<file path="src/common/alarm_fuse_pkg.sv">
/*
  Constants for the alarm status and fuse readback block: register
  offsets, field positions, reset values and serial frame layout.
  Assumes nothing beyond a SystemVerilog compiler.
*/
package alarm_fuse_pkg;
  // Serial frame: 8-bit instruction then 16 data bits, MSB first
  localparam int INSTR_BITS = 8;
  localparam int DATA_BITS = 16;
  localparam int FRAME_BITS = INSTR_BITS + DATA_BITS;
  localparam int INSTR_RW_BIT = 7;
  localparam logic [6:0] ADDR_ALARM_STATUS = 7'h05;
  localparam logic [6:0] ADDR_READBACK = 7'h06;
  localparam logic [6:0] ADDR_ALARM_MASK = 7'h07;
  // Alarm status fields
  localparam int BIT_SAMPLE_CLK_GONE = 7;
  localparam int BIT_DATA_CLK_GONE = 6;
  localparam int BIT_CLOCK_LOST = 5;
  localparam int BIT_MISMATCH_A = 4;
  localparam int BIT_MISMATCH_B = 3;
  // Readback fields
  localparam int TEMP_MSB = 15;
  localparam int TEMP_LSB = 8;
  localparam int FUSE_MSB = 7;
  localparam int FUSE_LSB = 2;
  localparam int FUSE_FULL_WORD = 5;
  localparam int FUSE_SINGLE_CONV = 2;
  localparam int FUSE_RES_MSB = 1;
  localparam int FUSE_RES_LSB = 0;
  localparam logic [7:0] TEMP_RESET = 8'h00;
  // Mask register, mid-scale and zero words
  localparam int MASK_SHUTOFF_BIT = 5;
  localparam logic [15:0] MASK_RESET = 16'hFFFF;
  localparam logic [15:0] MID_SCALE = 16'h8000;
  localparam logic [15:0] ZERO_WORD = 16'h0000;
endpackage

</file>
<file path="src/core/alarm_status_and_fuse_readback.sv">
/*
  Alarm status, clock-loss detection, output mid-scale forcing and
  temperature/fuse readback, reached over the serial configuration port.
  Assumes serial port pins and clock-loss probes are asynchronous (synced
  here), while samples, check results and interpolation come from
  core_clk logic. Fuse pins are static after power-up.
*/
`timescale 1ns/1ps
`default_nettype none
module alarm_status_and_fuse_readback
  import alarm_fuse_pkg::*;
#(
  parameter int CNT_W = 16,
  parameter int GONE_BASE = 8
) (
  input wire logic core_clk,
  input wire logic rst,
  input wire logic sclk,
  input wire logic sdenb_n,
  input wire logic sdi,
  output logic sdo,
  output logic sdo_oe,
  input wire logic sample_clk_probe,
  input wire logic data_clk_probe,
  input wire logic [1:0] interp_sel,
  input wire logic check_a_valid,
  input wire logic check_a_mismatch,
  input wire logic check_b_valid,
  input wire logic check_b_mismatch,
  input wire logic [7:0] temp_code,
  input wire logic [5:0] fuse_pins,
  input wire logic [15:0] sample_a,
  input wire logic [15:0] sample_b,
  output logic [15:0] output_serializer_a,
  output logic [15:0] output_serializer_b,
  output logic alarm_pin,
  output logic force_full_word,
  output logic force_single_conv,
  output logic [1:0] force_resolution
);
  typedef enum logic [2:0] {
    S_IDLE = 3'b001,
    S_INSTR = 3'b010,
    S_DATA = 3'b100
  } port_state_t;

  // Two-flop synchronisers for every asynchronous pin
  logic sclk_m, sclk_s, enb_m, enb_s, sdi_m, sdi_s;
  logic sck_m, sck_s, dck_m, dck_s;
  logic [7:0] temp_m, temp_s, temp_p, temp_word;
  logic sclk_q, sck_q, dck_q;

  always_ff @(posedge core_clk or posedge rst) begin
    if (rst) begin
      sclk_m <= '0;
      sclk_s <= '0;
      enb_m <= 1'b1;
      enb_s <= 1'b1;
      sdi_m <= '0;
      sdi_s <= '0;
      sck_m <= '0;
      sck_s <= '0;
      dck_m <= '0;
      dck_s <= '0;
      temp_m <= TEMP_RESET;
      temp_s <= TEMP_RESET;
      sclk_q <= 1'b0;
      sck_q <= 1'b0;
      dck_q <= 1'b0;
    end else begin
      sclk_m <= sclk;
      sclk_s <= sclk_m;
      enb_m <= sdenb_n;
      enb_s <= enb_m;
      sdi_m <= sdi;
      sdi_s <= sdi_m;
      sck_m <= sample_clk_probe;
      sck_s <= sck_m;
      dck_m <= data_clk_probe;
      dck_s <= dck_m;
      temp_m <= temp_code;
      temp_s <= temp_m;
      sclk_q <= sclk_s;
      sck_q <= sck_s;
      dck_q <= dck_s;
    end
  end

  // Bitwise-synced sensor word may tear; keep it only once it repeats
  always_ff @(posedge core_clk or posedge rst) begin
    if (rst) begin
      temp_p <= TEMP_RESET;
      temp_word <= TEMP_RESET;
    end else begin
      temp_p <= temp_s;
      if (temp_s == temp_p) begin
        temp_word <= temp_s;
      end
    end
  end

  wire sclk_rise = sclk_s & ~sclk_q;
  wire sclk_fall = ~sclk_s & sclk_q;
  wire frame_on = ~enb_s;
  wire sck_edge = sck_s ^ sck_q;
  wire dck_edge = dck_s ^ dck_q;

  // Clock-loss watchdogs on core_clk; stall limit doubles per step
  logic [CNT_W-1:0] gone_limit, sck_cnt, dck_cnt;
  logic sck_gone_pulse, dck_gone_pulse;
  assign gone_limit = CNT_W'(GONE_BASE) << interp_sel;

  always_ff @(posedge core_clk or posedge rst) begin
    if (rst) begin
      sck_cnt <= '0;
      sck_gone_pulse <= 1'b0;
    end else begin
      sck_gone_pulse <= 1'b0;
      if (sck_edge) begin
        sck_cnt <= '0;
      end else if (sck_cnt < gone_limit) begin
        sck_cnt <= sck_cnt + CNT_W'(1);
        sck_gone_pulse <= (sck_cnt + CNT_W'(1)) == gone_limit;
      end
    end
  end

  always_ff @(posedge core_clk or posedge rst) begin
    if (rst) begin
      dck_cnt <= '0;
      dck_gone_pulse <= 1'b0;
    end else begin
      dck_gone_pulse <= 1'b0;
      if (dck_edge) begin
        dck_cnt <= '0;
      end else if (dck_cnt < gone_limit) begin
        dck_cnt <= dck_cnt + CNT_W'(1);
        dck_gone_pulse <= (dck_cnt + CNT_W'(1)) == gone_limit;
      end
    end
  end

  // Serial configuration port: sample on rise, shift out on fall
  port_state_t state;
  logic [4:0] bit_cnt;
  logic [FRAME_BITS-2:0] shift_in;
  logic is_read;
  logic [6:0] addr;
  logic [15:0] read_shadow, read_word;
  logic wr_pulse;
  logic [6:0] wr_addr;
  logic [15:0] wr_data;

  always_ff @(posedge core_clk or posedge rst) begin
    if (rst) begin
      state <= S_IDLE;
      bit_cnt <= '0;
      shift_in <= '0;
      is_read <= 1'b0;
      addr <= '0;
      read_shadow <= ZERO_WORD;
      wr_pulse <= 1'b0;
      wr_addr <= '0;
      wr_data <= ZERO_WORD;
      sdo <= 1'b0;
      sdo_oe <= 1'b0;
    end else begin
      wr_pulse <= 1'b0;
      if (!frame_on) begin
        state <= S_IDLE;
        bit_cnt <= '0;
        sdo_oe <= 1'b0;
        sdo <= 1'b0;
      end else begin
        case (state)
          S_IDLE: begin
            state <= S_INSTR;
          end
          S_INSTR: begin
            if (sclk_rise) begin
              shift_in <= {shift_in[FRAME_BITS-3:0], sdi_s};
              bit_cnt <= bit_cnt + 5'd1;
              if (bit_cnt == 5'(INSTR_BITS - 1)) begin
                is_read <= shift_in[INSTR_BITS-2];
                addr <= {shift_in[5:0], sdi_s};
                state <= S_DATA;
              end
            end
          end
          S_DATA: begin
            if (is_read && sclk_fall) begin
              if (bit_cnt == 5'(INSTR_BITS)) begin
                sdo <= read_word[DATA_BITS-1];
                read_shadow <= {read_word[DATA_BITS-2:0], 1'b0};
                sdo_oe <= 1'b1;
              end else begin
                sdo <= read_shadow[DATA_BITS-1];
                read_shadow <= {read_shadow[DATA_BITS-2:0], 1'b0};
              end
            end
            if (sclk_rise && bit_cnt != 5'(FRAME_BITS)) begin
              shift_in <= {shift_in[FRAME_BITS-3:0], sdi_s};
              bit_cnt <= bit_cnt + 5'd1;
              if (bit_cnt == 5'(FRAME_BITS - 1) && !is_read) begin
                wr_pulse <= 1'b1;
                wr_addr <= addr;
                wr_data <= {shift_in[DATA_BITS-2:0], sdi_s};
              end
            end
          end
          default: begin
            state <= S_IDLE;
          end
        endcase
      end
    end
  end

  // Alarm flags: hardware set beats a same-cycle software clear
  logic sck_gone, dck_gone, clock_lost, mism_a, mism_b;
  logic [15:0] alarm_mask;
  wire st_wr = wr_pulse && wr_addr == ADDR_ALARM_STATUS;
  wire keep_sck = ~(st_wr & ~wr_data[BIT_SAMPLE_CLK_GONE]);
  wire keep_dck = ~(st_wr & ~wr_data[BIT_DATA_CLK_GONE]);
  wire keep_lost = ~(st_wr & ~wr_data[BIT_CLOCK_LOST]);
  wire keep_a = ~(st_wr & ~wr_data[BIT_MISMATCH_A]);
  wire keep_b = ~(st_wr & ~wr_data[BIT_MISMATCH_B]);

  always_ff @(posedge core_clk or posedge rst) begin
    if (rst) begin
      sck_gone <= 1'b0;
      dck_gone <= 1'b0;
      clock_lost <= 1'b0;
      mism_a <= 1'b0;
      mism_b <= 1'b0;
    end else begin
      sck_gone <= sck_gone_pulse | (sck_gone & keep_sck);
      dck_gone <= dck_gone_pulse | (dck_gone & keep_dck);
      clock_lost <= sck_gone_pulse | dck_gone_pulse | (clock_lost & keep_lost);
      mism_a <= (check_a_valid & check_a_mismatch) | (mism_a & keep_a);
      mism_b <= (check_b_valid & check_b_mismatch) | (mism_b & keep_b);
    end
  end

  always_ff @(posedge core_clk or posedge rst) begin
    if (rst) begin
      alarm_mask <= MASK_RESET;
    end else if (wr_pulse && wr_addr == ADDR_ALARM_MASK) begin
      alarm_mask <= wr_data;
    end
  end

  // Fuses caught once after reset release; they never change later
  logic [5:0] fuse_q;
  logic fuse_taken;
  always_ff @(posedge core_clk or posedge rst) begin
    if (rst) begin
      fuse_q <= '0;
      fuse_taken <= 1'b0;
      force_full_word <= 1'b0;
      force_single_conv <= 1'b0;
      force_resolution <= '0;
    end else begin
      if (!fuse_taken) begin
        fuse_q <= fuse_pins;
        fuse_taken <= 1'b1;
      end
      force_full_word <= fuse_q[FUSE_FULL_WORD];
      force_single_conv <= fuse_q[FUSE_SINGLE_CONV];
      force_resolution <= fuse_q[FUSE_RES_MSB:FUSE_RES_LSB];
    end
  end

  // Register read mux; unused status and readback bits and unmapped addresses read zero, mask reads all 16 bits
  logic [15:0] status_word;
  always_comb begin
    status_word = ZERO_WORD;
    status_word[BIT_SAMPLE_CLK_GONE] = sck_gone;
    status_word[BIT_DATA_CLK_GONE] = dck_gone;
    status_word[BIT_CLOCK_LOST] = clock_lost;
    status_word[BIT_MISMATCH_A] = mism_a;
    status_word[BIT_MISMATCH_B] = mism_b;
    case (addr)
      ADDR_ALARM_STATUS: read_word = status_word;
      ADDR_READBACK: read_word = {temp_word, fuse_q, 2'b00};
      ADDR_ALARM_MASK: read_word = alarm_mask;
      default: read_word = ZERO_WORD;
    endcase
  end

  // Output serializer and external alarm pin
  wire shut_off = clock_lost & ~alarm_mask[MASK_SHUTOFF_BIT];
  always_ff @(posedge core_clk or posedge rst) begin
    if (rst) begin
      output_serializer_a <= ZERO_WORD;
      output_serializer_b <= ZERO_WORD;
      alarm_pin <= 1'b0;
    end else begin
      output_serializer_a <= shut_off ? MID_SCALE : sample_a;
      output_serializer_b <= shut_off ? MID_SCALE : sample_b;
      alarm_pin <= |(status_word & ~alarm_mask);
    end
  end
endmodule // alarm_status_and_fuse_readback
`default_nettype wire

</file>
<file path="config.mk">
export PLATFORM = sky130hd
export DESIGN_NAME = alarm_status_and_fuse_readback
export DESIGN_NICKNAME = d
export VERILOG_FILES = /design/src/common/alarm_fuse_pkg.sv /design/src/core/alarm_status_and_fuse_readback.sv
export SDC_FILE = /design/constraint.sdc
export NUM_CORES = 1
export LEC_CHECK = 0
export BUFFER_PORTS_ARGS = -buffer_cell sky130_fd_sc_hd__clkbuf_2
export CAP_MARGIN = 20
export CORE_MARGIN = 2
export CORE_UTILIZATION = 50
export CTS_CLUSTER_DIAMETER = 60
export DETAILED_ROUTE_END_ITERATION = 7
export GPL_TIMING_DRIVEN = 0
export PLACE_DENSITY = 0.74
export SLEW_MARGIN = 20
export SYNTH_ARGS = -nofsm -noshare
export SYNTH_HDL_FRONTEND = slang
export SYNTH_SLANG_ARGS = --single-unit
export TNS_END_PERCENT = 100
</file>
<file path="constraint.sdc">
create_clock -name core_clk -period 20.3 [get_ports core_clk]
set_input_delay 2.03 -clock core_clk [delete_from_list [all_inputs] [get_ports core_clk]]
set_output_delay 2.03 -clock core_clk [all_outputs]
set_load 0.005 [all_outputs]
</file>
==> summary.txt, run 1 <==
Synth
  – Yosys reg bits: 216
  – EDFF count, synth: 0
  – Share of the synthesized area in the top cell type: 56.2%
  – Syn Area/Cell: 12.6 sq um
  – Fraction of registers with async set/reset: 100%
  – Leading area contributor after synthesis: dfrtp_1
  – Most used DFF post-synth: dfrtp_1
  – Post-synth cell types: 52
  – YS warnings: 0
  – Syn nets: 765
  – Synth area leaders: dfrtp_1, mux2_2, dfstp_2, and2_1, nor2_1
  – Post-Synthesis Cells: 694
  – Register area share after synthesis: 61.9%
  – Mapped Area: 8770 sq um

Global routing
  – Global-route wire length before repair: 27.5 mm
  – Vias in the first global route: 5,514
  – Largest net degree at the start of global routing: 111
  – Initial antenna violation count: 0
  – All-layer global routing usage: 18.3%
  – Global route overflow: 0

Timing
  – Final worst slack: 16.56 ns
  – Slew @ Worst Pin: 1.04 ns
  – Final count of hold timing violations: 0
  – FMAX: 267 MHz
  – Final slew viol count: 0
  – Final min period: 3.74 ns
  – RSZ-0062 raised after global routing: false
  – Post-route clock period utilization: 18.4%
  – Slew Limit Headroom: 29.8%
  – Layout Skew: 0.00985 ns
  – # setup viols final: 0
  – Fin Setup TNS: 0 ns

Routing
  – Residual DRC: 0
  – DR WL/cell: 15.2 um
  – Wirelength, routed: 16.1 mm
  – Total number of vias: 5,584
  – Antenna-violating nets left: 0
  – Router iterations before antenna repair: 4
  – Vias per inst: 5.26
  – Initial detailed-routing violation count: 296

Worst setup path
  – CP required: 20.69 ns
  – Worst Reg-to-Reg Cells: 6
  – CP Capture Type: register
  – Worst Path Arrival: 4.13 ns
  – Crit path max fanout: 7
  – Reg2Reg Launch Point: state[0]
  – Reg2reg setup slack: 17.72 ns
  – Reg2reg end: wr_data[4]
  – Critical setup path kind: input pin to register
  – Startpoint Class: input pin

Outcome
  – Status: finished clean

Power
  – Static leakage: 4.83 nW
  – Peak VDD IR: 60.9 uV
  – Total power: 978 uW
  – PwrDens: 93.1 nW/um^2

Clock tree
  – CTS buffer count: 24
  – Clk root buf: clkbuf_16
  – Longest Clk Path Bufs: 3
  – CTS clk-pin slew, worst paths: 0.06 ns
  – Num Clock Sinks: 216
  – Worst-Skew Late Latency: 0.51 ns
  – Post-CTS Resized: 0
  – CTS H-tree depth: 1
  – # Post-CTS Setup Buffers: 0
  – CTS tree: done
  – Post-CTS Hold Fix Bufs: 0

Placement
  – Dpl cells: 1,018
  – HPWL after DPL: 10.7 mm
  – Pre-CTS setup slack: 16.07 ns
  – Port bufs: 97
  – Routability cong.: 0.821

Layout
  – Share of layout cells above drive strength 1: 30.9%
  – Register Area: 5430 sq um
  – Antenna cells: 0
  – Fill cells: 1,344
  – # nets final: 890
  – Area growth syn-to-layout: 19.8%
  – Final cell count without fillers: 1,062
  – Multi-input logic area: 3150 sq um

Die
  – Cell Rows: 48
  – Boundary Pins: 98
  – Initial Util: 50.9%
  – Chip width: 136 um
  – Die H: 136 um
  – Die area: 18,600 sq um
  – Core Area: 17,200 sq um

Hold path
  – Hold path start: temp_m[2]
  – Hold Path Depth: 0
  – HP Class: register to register
  – Worst Hold End: temp_s[2]

Flow run
  – Max-Cap Viols: 0
-- area by class of cell --
type,count,share of cell area (%)
clock buffers,34,6.94
clock inverters,10,1.67
flip-flops and latches,216,51.7
repair buffers,99,5.15
plain buffers,22,1.14
well taps,225,2.68
multi-input cells,438,30.0
inverters,18,0.715
-- logic make-up (layout without fill, tap and decap cells) --
| group | after synthesis | in the layout | share of synthesized area (%) |
|---|---|---|---|
| AOI/OAI and AO/OA | 79 | 79 | 5.71 |
| xor gates and xnor gates | 37 | 37 | 3.70 |
| adders and majority gates | 12 | 12 | 1.71 |
| buffers and inverters | 40 | 183 | 2.14 |
| DFF | 216 | 216 | 61.9 |
| muxes | 93 | 93 | 11.7 |
| other | 1 | 1 | 0.0428 |
| and+or+nand+nor | 216 | 216 | 13.1 |
-- state kept, by name (all words and copies together), names as in the netlist, 2 cells and up --
name                 cells
temp_word                8
temp_m                   8
bit_cnt                  5
addr                     7
shift_in                15
temp_s                   8
dck_cnt                 16
fuse_q                   6
read_shadow             15
output_serializer_a     16
state                    3
wr_addr                  7
sck_cnt                 16
output_serializer_b     16
alarm_mask              16
wr_data                 16
force_resolution         2
temp_p                   8
-- cell usage in the layout, fill, tap and decap left out, drive strengths merged, types with 18 or more instances in the layout --
cell type	n
nand2	20
mux2	76
dfrtp	197
inv	18
xnor2	25
clkbuf	143
a21oi	39
dfstp	19
nor2	66
and2	46
o21ai	20
-- cell usage after synthesis, drive strengths merged, types with 2 or more instances --
cell type    n
nor3        15
nor2        66
nor4        16
nand3       16
mux2i       17
nor2b        4
inv         18
nand2       20
buf         10
and4b        2
or3          3
a21oi       39
nand2b       7
a2bb2oi      6
mux2        76
ha          12
o311ai       2
xor2        12
or4b         2
clkbuf      12
a211oi       2
a21boi       2
dfrtp      197
and2        46
xnor2       25
a31oi        2
nor3b        2
nor4b        2
nand4        8
dfstp       19
nand4b       2
o21ai       20
-- worst max-delay path by stage --
stage                              from                     end  slack [ns]  cells after the start
after floorplan                     rst                 addr[0]       12.39                      1
after global placement              rst  output_serializer_a[0]       10.18                      2
after detailed placement  interp_sel[1]          dck_gone_pulse       16.07                      9
after CTS                 interp_sel[1]          dck_gone_pulse       16.59                      9
after global routing      interp_sel[1]          sck_gone_pulse       16.34                      9
final                     interp_sel[1]          dck_gone_pulse       16.56                      9
-- where the power goes --
group	internal (mW)	leakage, nW	total, mW	switching [mW]
sequential	0.446	2.74	0.456	0.00967
clock	0.303	0.441	0.475	0.173
combinational	0.0211	1.64	0.0467	0.0256
total	0.770	4.83	0.978	0.208
-- per-layer routing --
layer	GRT usage, %	vias to the layer above	wire length (um)
met3	3.95	30	819
met5	0	-	0
met2	28.6	132	7470
met1	25.7	2762	7460
met4	5.50	0	363
li1	-	2660	-
-- metrics by stage --
step	hold slack [ns]	util [%]	instance area, sq um
after floorplan	0.331	-	8770
after global placement	0.334	55.3	9540
after detailed placement	0.335	55.7	9600
after CTS	0.346	60.9	10500
after global routing	0.350	60.9	10500
final	0.345	60.9	10500
-- worst max-delay path: stages --
cell and delay (ns):
clkbuf_2 0.13, nor2b_1 0.40, inv_1 0.12, ha_1 0.28
o21ai_0 0.19, a21oi_1 0.15, nor2_1 0.32, o211ai_1 0.17
nor4_1 0.34
Note: power is estimated with default switching activity, not from simulation.
==> inputs of run 2 (changes only) <==
==> constraint.sdc (replaced) <==
create_clock -name core_clk -period 3.5 [get_ports core_clk]
set_input_delay 0.35 -clock core_clk [delete_from_list [all_inputs] [get_ports core_clk]]
set_output_delay 0.35 -clock core_clk [all_outputs]
set_load 0.005 [all_outputs]
==> run 2 against run 1 <==
Flip-flop and latch count did not move. Highest routed layer unchanged. Die area did not move. Cell area rose by 1.2%. Cell count rose by 1.5%. Largest power group is now sequential cells. Sequential share of layout area fell by 0.60 points. Largest cell class unchanged. Register-to-register slack got worse by 17 ns. Power rose to 5.6 times the previous value.
==> summary.txt, run 2 (synthesized netlist as in run 1, its figures left out) <==
Layout
  – Area growth syn-to-layout: 21.2%
  – Multi-input logic area: 3150 sq um (unchanged)
  – # nets final: 908 (+2.0%)
  – Commonest non-fill, non-tap cell in the layout: dfrtp_1
  – Share of layout cells above drive strength 1: 30.4% (-0.58 points)
  – Register Area: 5430 sq um (unchanged)
  – Design area: 10,600 sq um (+1.2%)
  – Antenna cells: 0 (unchanged)
  – Fin util: 61.7% (+0.72 points)
  – Commonest non-fill, non-tap cells in the layout: dfrtp_1, clkbuf_2, mux2_2, nor2_1, and2_1
  – Fill cells: 1,354 (+0.74%)

Die
  – Chip width: 136 um (unchanged)
  – Die area: 18,600 sq um (unchanged)
  – Initial Util: 50.9% (unchanged)
  – Boundary Pins: 98 (unchanged)
  – Core Area: 17,200 sq um (unchanged)
  – Die H: 136 um (unchanged)
  – Cell Rows: 48 (unchanged)

Timing
  – Layout Skew: 0.0125 ns (+0.00267 ns)
  – Post-route clock period utilization: 72.6%
  – # setup viols final: 0 (unchanged)
  – Slew @ Worst Pin: 0.986 ns (-0.0579 ns)
  – Fin Setup TNS: 0 ns (unchanged)
  – FMAX: 393 MHz
  – Final count of hold timing violations: 0 (unchanged)
  – Final slew viol count: 0 (unchanged)
  – Final min period: 2.54 ns
  – Final worst slack: 0.958 ns (-15.60 ns)
  – RSZ-0062 raised after global routing: false
  – Slew Limit Headroom: 33.7% (+3.9 points)

Worst setup path
  – CP Capture Type: register
  – Worst Path Arrival: 2.92 ns (-1.21 ns)
  – Crit path max fanout: 10 (+3)
  – Reg2Reg Launch Point: state[0]
  – Critical setup path kind: register to register
  – CP required: 3.88 ns (-16.81 ns)
  – Worst setup path startpoint: state[0]
  – Startpoint Class: register

Power
  – Switch Pwr: 1.15 mW (+450%)
  – Cell internal pwr: 4.30 mW (+460%)
  – Total power: 5.45 mW (+460%)
  – Static leakage: 4.87 nW (+1.0%)
  – Clock network power share: 46.0% (-2.6 points)
  – Switching share of power: 21.1% (-0.17 points)
  – PwrDens: 513 nW/um^2 (+450%)
  – Logic pwr share: 5.5% (+0.7 points)
  – Reg power frac: 48.5% (+1.9 points)
  – Peak VDD IR: 364 uV (+500%)

Global routing
  – GR Util met1: 25.9% (+0.25 points)
  – Met2 usage: 28.8% (+0.22 points)
  – All-layer global routing usage: 18.2% (-0.044 points)
  – M3 GR Usage: 3.21% (-0.75 points)
  – Most used routing layer: met2
  – Global-route wire length before repair: 27.6 mm (+0.48%)
  – Vias in the first global route: 5,629 (+2.1%)
  – Initial antenna violation count: 0 (unchanged)
  – Largest net degree at the start of global routing: 35 (-68%)
  – Global route overflow: 0 (unchanged)

Routing
  – Total number of vias: 5,565 (-0.34%)
  – Antenna-violating nets left: 0 (unchanged)
  – Residual DRC: 0 (unchanged)
  – Router iterations before antenna repair: 4 (unchanged)
  – Initial detailed-routing violation count: 267 (-9.8%)
  – Wirelength, routed: 16.1 mm (-0.29%)
  – Vias per inst: 5.16 (-1.8%)
  – DR WL/cell: 14.9 um (-1.8%)

Hold path
  – HP Class: input pin to register
  – Hold path start: sample_a[15]

Placement
  – Port bufs: 97 (unchanged)
  – Routability cong.: 0.821 (about the same)
  – HPWL after DPL: 11.2 mm (+4.5%)
  – Pre-CTS setup slack: 0.930 ns (-15.14 ns)
  – Area after DPL: 9690 sq um (+0.93%)

Clock tree
  – CTS clk-pin slew, worst paths: 0.06 ns (about the same)
  – CTS buffer count: 23 (-4.2%)
  – Num Clock Sinks: 216 (unchanged)
  – Clk root buf: clkbuf_16
  – Worst-Skew Late Latency: 0.50 ns (about the same)
  – Longest Clk Path Bufs: 3 (unchanged)
  – CTS H-tree depth: 1 (unchanged)
  – # Post-CTS Setup Buffers: 0 (unchanged)
  – CTS tree: done

Flow run
  – Max-Cap Viols: 0 (unchanged)

Outcome
  – Status: finished clean
[run 2: cell types whose count changed in the layout (fill, tap and decap cells not counted), sizes merged]
cell         change
dlygate4sd3     +14
clkinv           -2
buf              +5
bufinv           -1
clkinvlp         +1
inv              -1
[run 2: critical path, stage by stage (launching register included)]
cell and delay [ns]:
dfstp_2 0.37, clkbuf_1 0.20, nor2_1 0.19, nand4b_1 0.14, nor4_2 0.76, buf_2 0.40
mux2_2 0.37
[run 2: routing by layer]
layer | vias up | part of all wire [%] | wire (um)
met5 | - | 0 | 0
met4 | 0 | 2.6 | 424
met3 | 25 | 4.3 | 691
met2 | 111 | 47 | 7510
met1 | 2735 | 46 | 7450
li1 | 2694 | - | -
[run 2: what timing repair did]
action                                 in CTS  in global routing
resized for setup                           0                  0
hold buffers                               14                  0
endpoints found under the hold margin      31                  0
[run 2: stage by stage]
| stage | hold slack, ns | instances |
|---|---|---|
| 2_1_floorplan | 0.331 | 694 |
| 3_3_place_gp | 0.334 | 1016 |
| 3_5_place_dp | 0.335 | 1023 |
| 4_1_cts | 0.0295 | 1078 |
| 5_1_grt | 0.0430 | 1078 |
| 6_report | 0.0443 | 1078 |
[run 2: area by class of cell]
type | count | share of cell area (%)
Clock buffer | 34 | 6.46
Multi-Input combinational cell | 438 | 29.7
Timing Repair Buffer | 118 | 7.28
Inverter | 18 | 0.671
Buffer | 22 | 1.13
Clock inverter | 7 | 1.06
Sequential cell | 216 | 51.1
Tap cell | 225 | 2.65
[run 2: path summary, 6_finish.rpt]
path | cells after the start | to | slack (ns)
setup / recovery | 6 | wr_data[0] | 0.96
hold / removal | 2 | output_serializer_a[15] | 0.04
setup reg to reg | 6 | wr_data[0] | 0.96
hold reg to reg | 0 | temp_s[3] | 0.34
max in group asynchronous | 6 | state[0] | 2.09
min in group asynchronous | 3 | sdi_m | 0.42
[run 2: power groups by stage]
stage | clock network [mW] | logic [mW] | registers, mW
2_1_floorplan | 0 | 0.171 | 2.67
3_3_place_gp | 0 | 0.265 | 2.69
3_5_place_dp | 0 | 0.293 | 2.69
4_1_cts | 2.57 | 0.307 | 2.65
5_1_grt | 2.66 | 0.342 | 2.66
6_report | 2.51 | 0.299 | 2.65
==> inputs of run 3 (changes only) <==
==> constraint.sdc (replaced) <==
create_clock -name core_clk -period 2.48 [get_ports core_clk]
set_input_delay 0.248 -clock core_clk [delete_from_list [all_inputs] [get_ports core_clk]]
set_output_delay 0.248 -clock core_clk [all_outputs]
set_load 0.005 [all_outputs]
==> run 3 against run 2 <==
Fmax rose by 10%. Flip-flop and latch count did not move. Clock skew fell by 0.00077 ns. Via count rose by 3.4%. Sequential power rose by 41%. Cell area rose by 4.0%. Die area did not move. Non-clock buffer count rose by 42. Critical path depth did not move. Global-route usage rose by 1.0 points. Sequential share of layout area fell by 2.0 points. Largest power group unchanged.
==> summary.txt, run 3 (synthesized netlist as in run 1, its figures left out) <==
Clock tree
  – CTS H-tree depth: 1 (unchanged)
  – Clk root buf: clkbuf_16
  – Longest Clk Path Bufs: 3 (unchanged)
  – CTS tree: done
  – CTS clk-pin slew, worst paths: 0.06 ns (about the same)
  – CTS buffer count: 23 (unchanged)
  – Num Clock Sinks: 216 (unchanged)
  – # Post-CTS Setup Buffers: 0 (unchanged)
  – Worst-Skew Late Latency: 0.50 ns (about the same)

Worst setup path
  – CP required: 2.86 ns (-1.02 ns)
  – Worst Reg-to-Reg Cells: 6 (unchanged)
  – CP endpoint: wr_data[0]
  – CP Capture Type: register
  – WP buf/inv: 2 (unchanged)
  – Reg2Reg Launch Point: state[0]
  – Worst Path Arrival: 2.68 ns (-0.24 ns)
  – Crit. path cell count: 6 (unchanged)
  – Worst-path cell chain: clkbuf_1 > nor2_1 > nand4b_1 > nor4_4 > buf_2 > mux2_2
  – Worst path slowest cell: nor4_4
  – Worst setup path startpoint: state[0]
  – Peak per-stage delay on the critical path: 0.51 ns (-0.25 ns)
  – Startpoint Class: register
  – Critical setup path kind: register to register
  – Crit path max fanout: 10 (unchanged)
  – Reg2reg setup slack: 0.18 ns (-0.78 ns)
  – Crit-path leading delay family: simple AND/OR/NAND/NOR gates
  – Reg2reg end: wr_data[0]

Placement
  – Port bufs: 97 (unchanged)
  – Pre-CTS setup slack: -0.0904 ns (-1.02 ns)
  – Routability cong.: 0.821 (unchanged)
  – HPWL after DPL: 11.2 mm (unchanged)
  – Area after DPL: 9690 sq um (unchanged)

Routing
  – Initial detailed-routing violation count: 306 (+15%)
  – Wirelength, routed: 17.1 mm (+6.5%)
  – Router iterations before antenna repair: 4 (unchanged)
  – Total number of vias: 5,756 (+3.4%)
  – Vias per inst: 5.14 (-0.45%)
  – Antenna-violating nets left: 0 (unchanged)
  – Residual DRC: 0 (unchanged)
  – DR WL/cell: 15.3 um (+2.5%)

Layout
  – Area growth syn-to-layout: 26.1%
  – Commonest non-fill, non-tap cells in the layout: dfrtp_1, clkbuf_2, mux2_2, nor2_1, dlygate4sd3_1
  – Commonest non-fill, non-tap cell in the layout: dfrtp_1
  – # nets final: 950 (+4.6%)
  – Antenna cells: 0 (unchanged)
  – Share of layout cells above drive strength 1: 28.9% (-1.4 points)
  – Design area: 11,100 sq um (+4.0%)

Outcome
  – Status: finished clean

Timing
  – Slew Limit Headroom: 54.2% (+20 points)
  – Slew @ Worst Pin: 0.685 ns (-0.301 ns)
  – FMAX: 434 MHz (+10%)
  – Post-route clock period utilization: 92.9% (+20 points)
  – Final count of hold timing violations: 0 (unchanged)
  – RSZ-0062 raised after global routing: false
  – # setup viols final: 0 (unchanged)
  – Fin Setup TNS: 0 ns (unchanged)
  – WHS: 0.224 ns (+0.180 ns)
  – Layout Skew: 0.0118 ns (-0.000768 ns)
  – Final slew viol count: 0 (unchanged)
  – Final worst slack: 0.176 ns (-0.781 ns)
  – Final min period: 2.30 ns (-0.239 ns)

Global routing
  – Global-route wire length before repair: 29.0 mm (+4.9%)
  – Global route overflow: 0 (unchanged)
  – Initial antenna violation count: 0 (unchanged)
  – Vias in the first global route: 5,880 (+4.5%)
  – Largest net degree at the start of global routing: 35 (unchanged)
  – All-layer global routing usage: 19.3% (+1.0 points)

Die
  – Cell Rows: 48 (unchanged)
  – Chip width: 136 um (unchanged)
  – Die area: 18,600 sq um (unchanged)
  – Core Area: 17,200 sq um (unchanged)
  – Boundary Pins: 98 (unchanged)
  – Initial Util: 50.9% (unchanged)
  – Die H: 136 um (unchanged)

Hold path
  – HP Class: input pin to register

Flow run
  – Max-Cap Viols: 0 (unchanged)

Power
  – Static leakage: 5.05 nW (+3.5%)
  – Peak VDD IR: 519 uV (+42%)
  – PwrDens: 703 nW/um^2 (+37%)
==> run 3: cell count changes in the layout (fill, tap and decap cells not counted), sizes merged <==
cell,before,now
dlygate4sd3,14,56
==> run 3: worst min path at each step <==
stage                       start        endpoint  slack [ns]  cells after the start
floorplan                 sdenb_n           enb_m        0.25                      0
global placement            dck_m           dck_s        0.33                      0
detailed placement            rst           sck_m        0.30                      2
CTS                 interp_sel[0]  dck_gone_pulse        0.20                      3
global route        interp_sel[0]  dck_gone_pulse        0.22                      3
finish              interp_sel[0]  dck_gone_pulse        0.22                      3
==> run 3: area by class of cell <==
cell class	instances	area, sq um
Fill cell	1281	6180
Sequential cell	216	5430
Multi-Input combinational cell	438	3160
Timing Repair Buffer	160	1190
Clock buffer	34	687
Tap cell	225	282
Buffer	22	120
Clock inverter	7	113
Inverter	18	71.3
==> run 3: per-layer routing <==
layer	GRT usage, %	wire, um
met5	0	0
met4	5.50	473
met3	3.13	684
met2	31.4	8190
met1	26.8	7760
==> run 3: metrics by stage <==
step	power, mW	util [%]	instances
2_1_floorplan	4.02	-	694
4_1_cts	7.84	64.1	1120
6_report	7.77	64.1	1120
3_3_place_gp	4.17	55.3	1016
5_1_grt	8.06	64.1	1120
3_5_place_dp	4.21	56.2	1023
==> run 3: worst register-to-register path, delay by kind of cell, from the launching register on <==
kind	cells	cell delay [ns]
muxes	1	0.37
DFF	1	0.37
and+or+nand+nor	3	0.88
buffers and inverters	2	0.58
==> run 3: power breakdown <==
group	switching, mW	leakage [nW]	internal, mW
clock network	1.33	0.393	2.22
logic	0.236	1.91	0.245
registers	0.0818	2.74	3.65
total	1.65	5.05	6.12
==> run 3: what timing repair did <==
item / CTS / global route
gates resized for setup: 1 / 0
setup endpoints to repair: 19 / 0
hold buffers: 56 / 0
endpoints found under the hold margin: 71 / 0
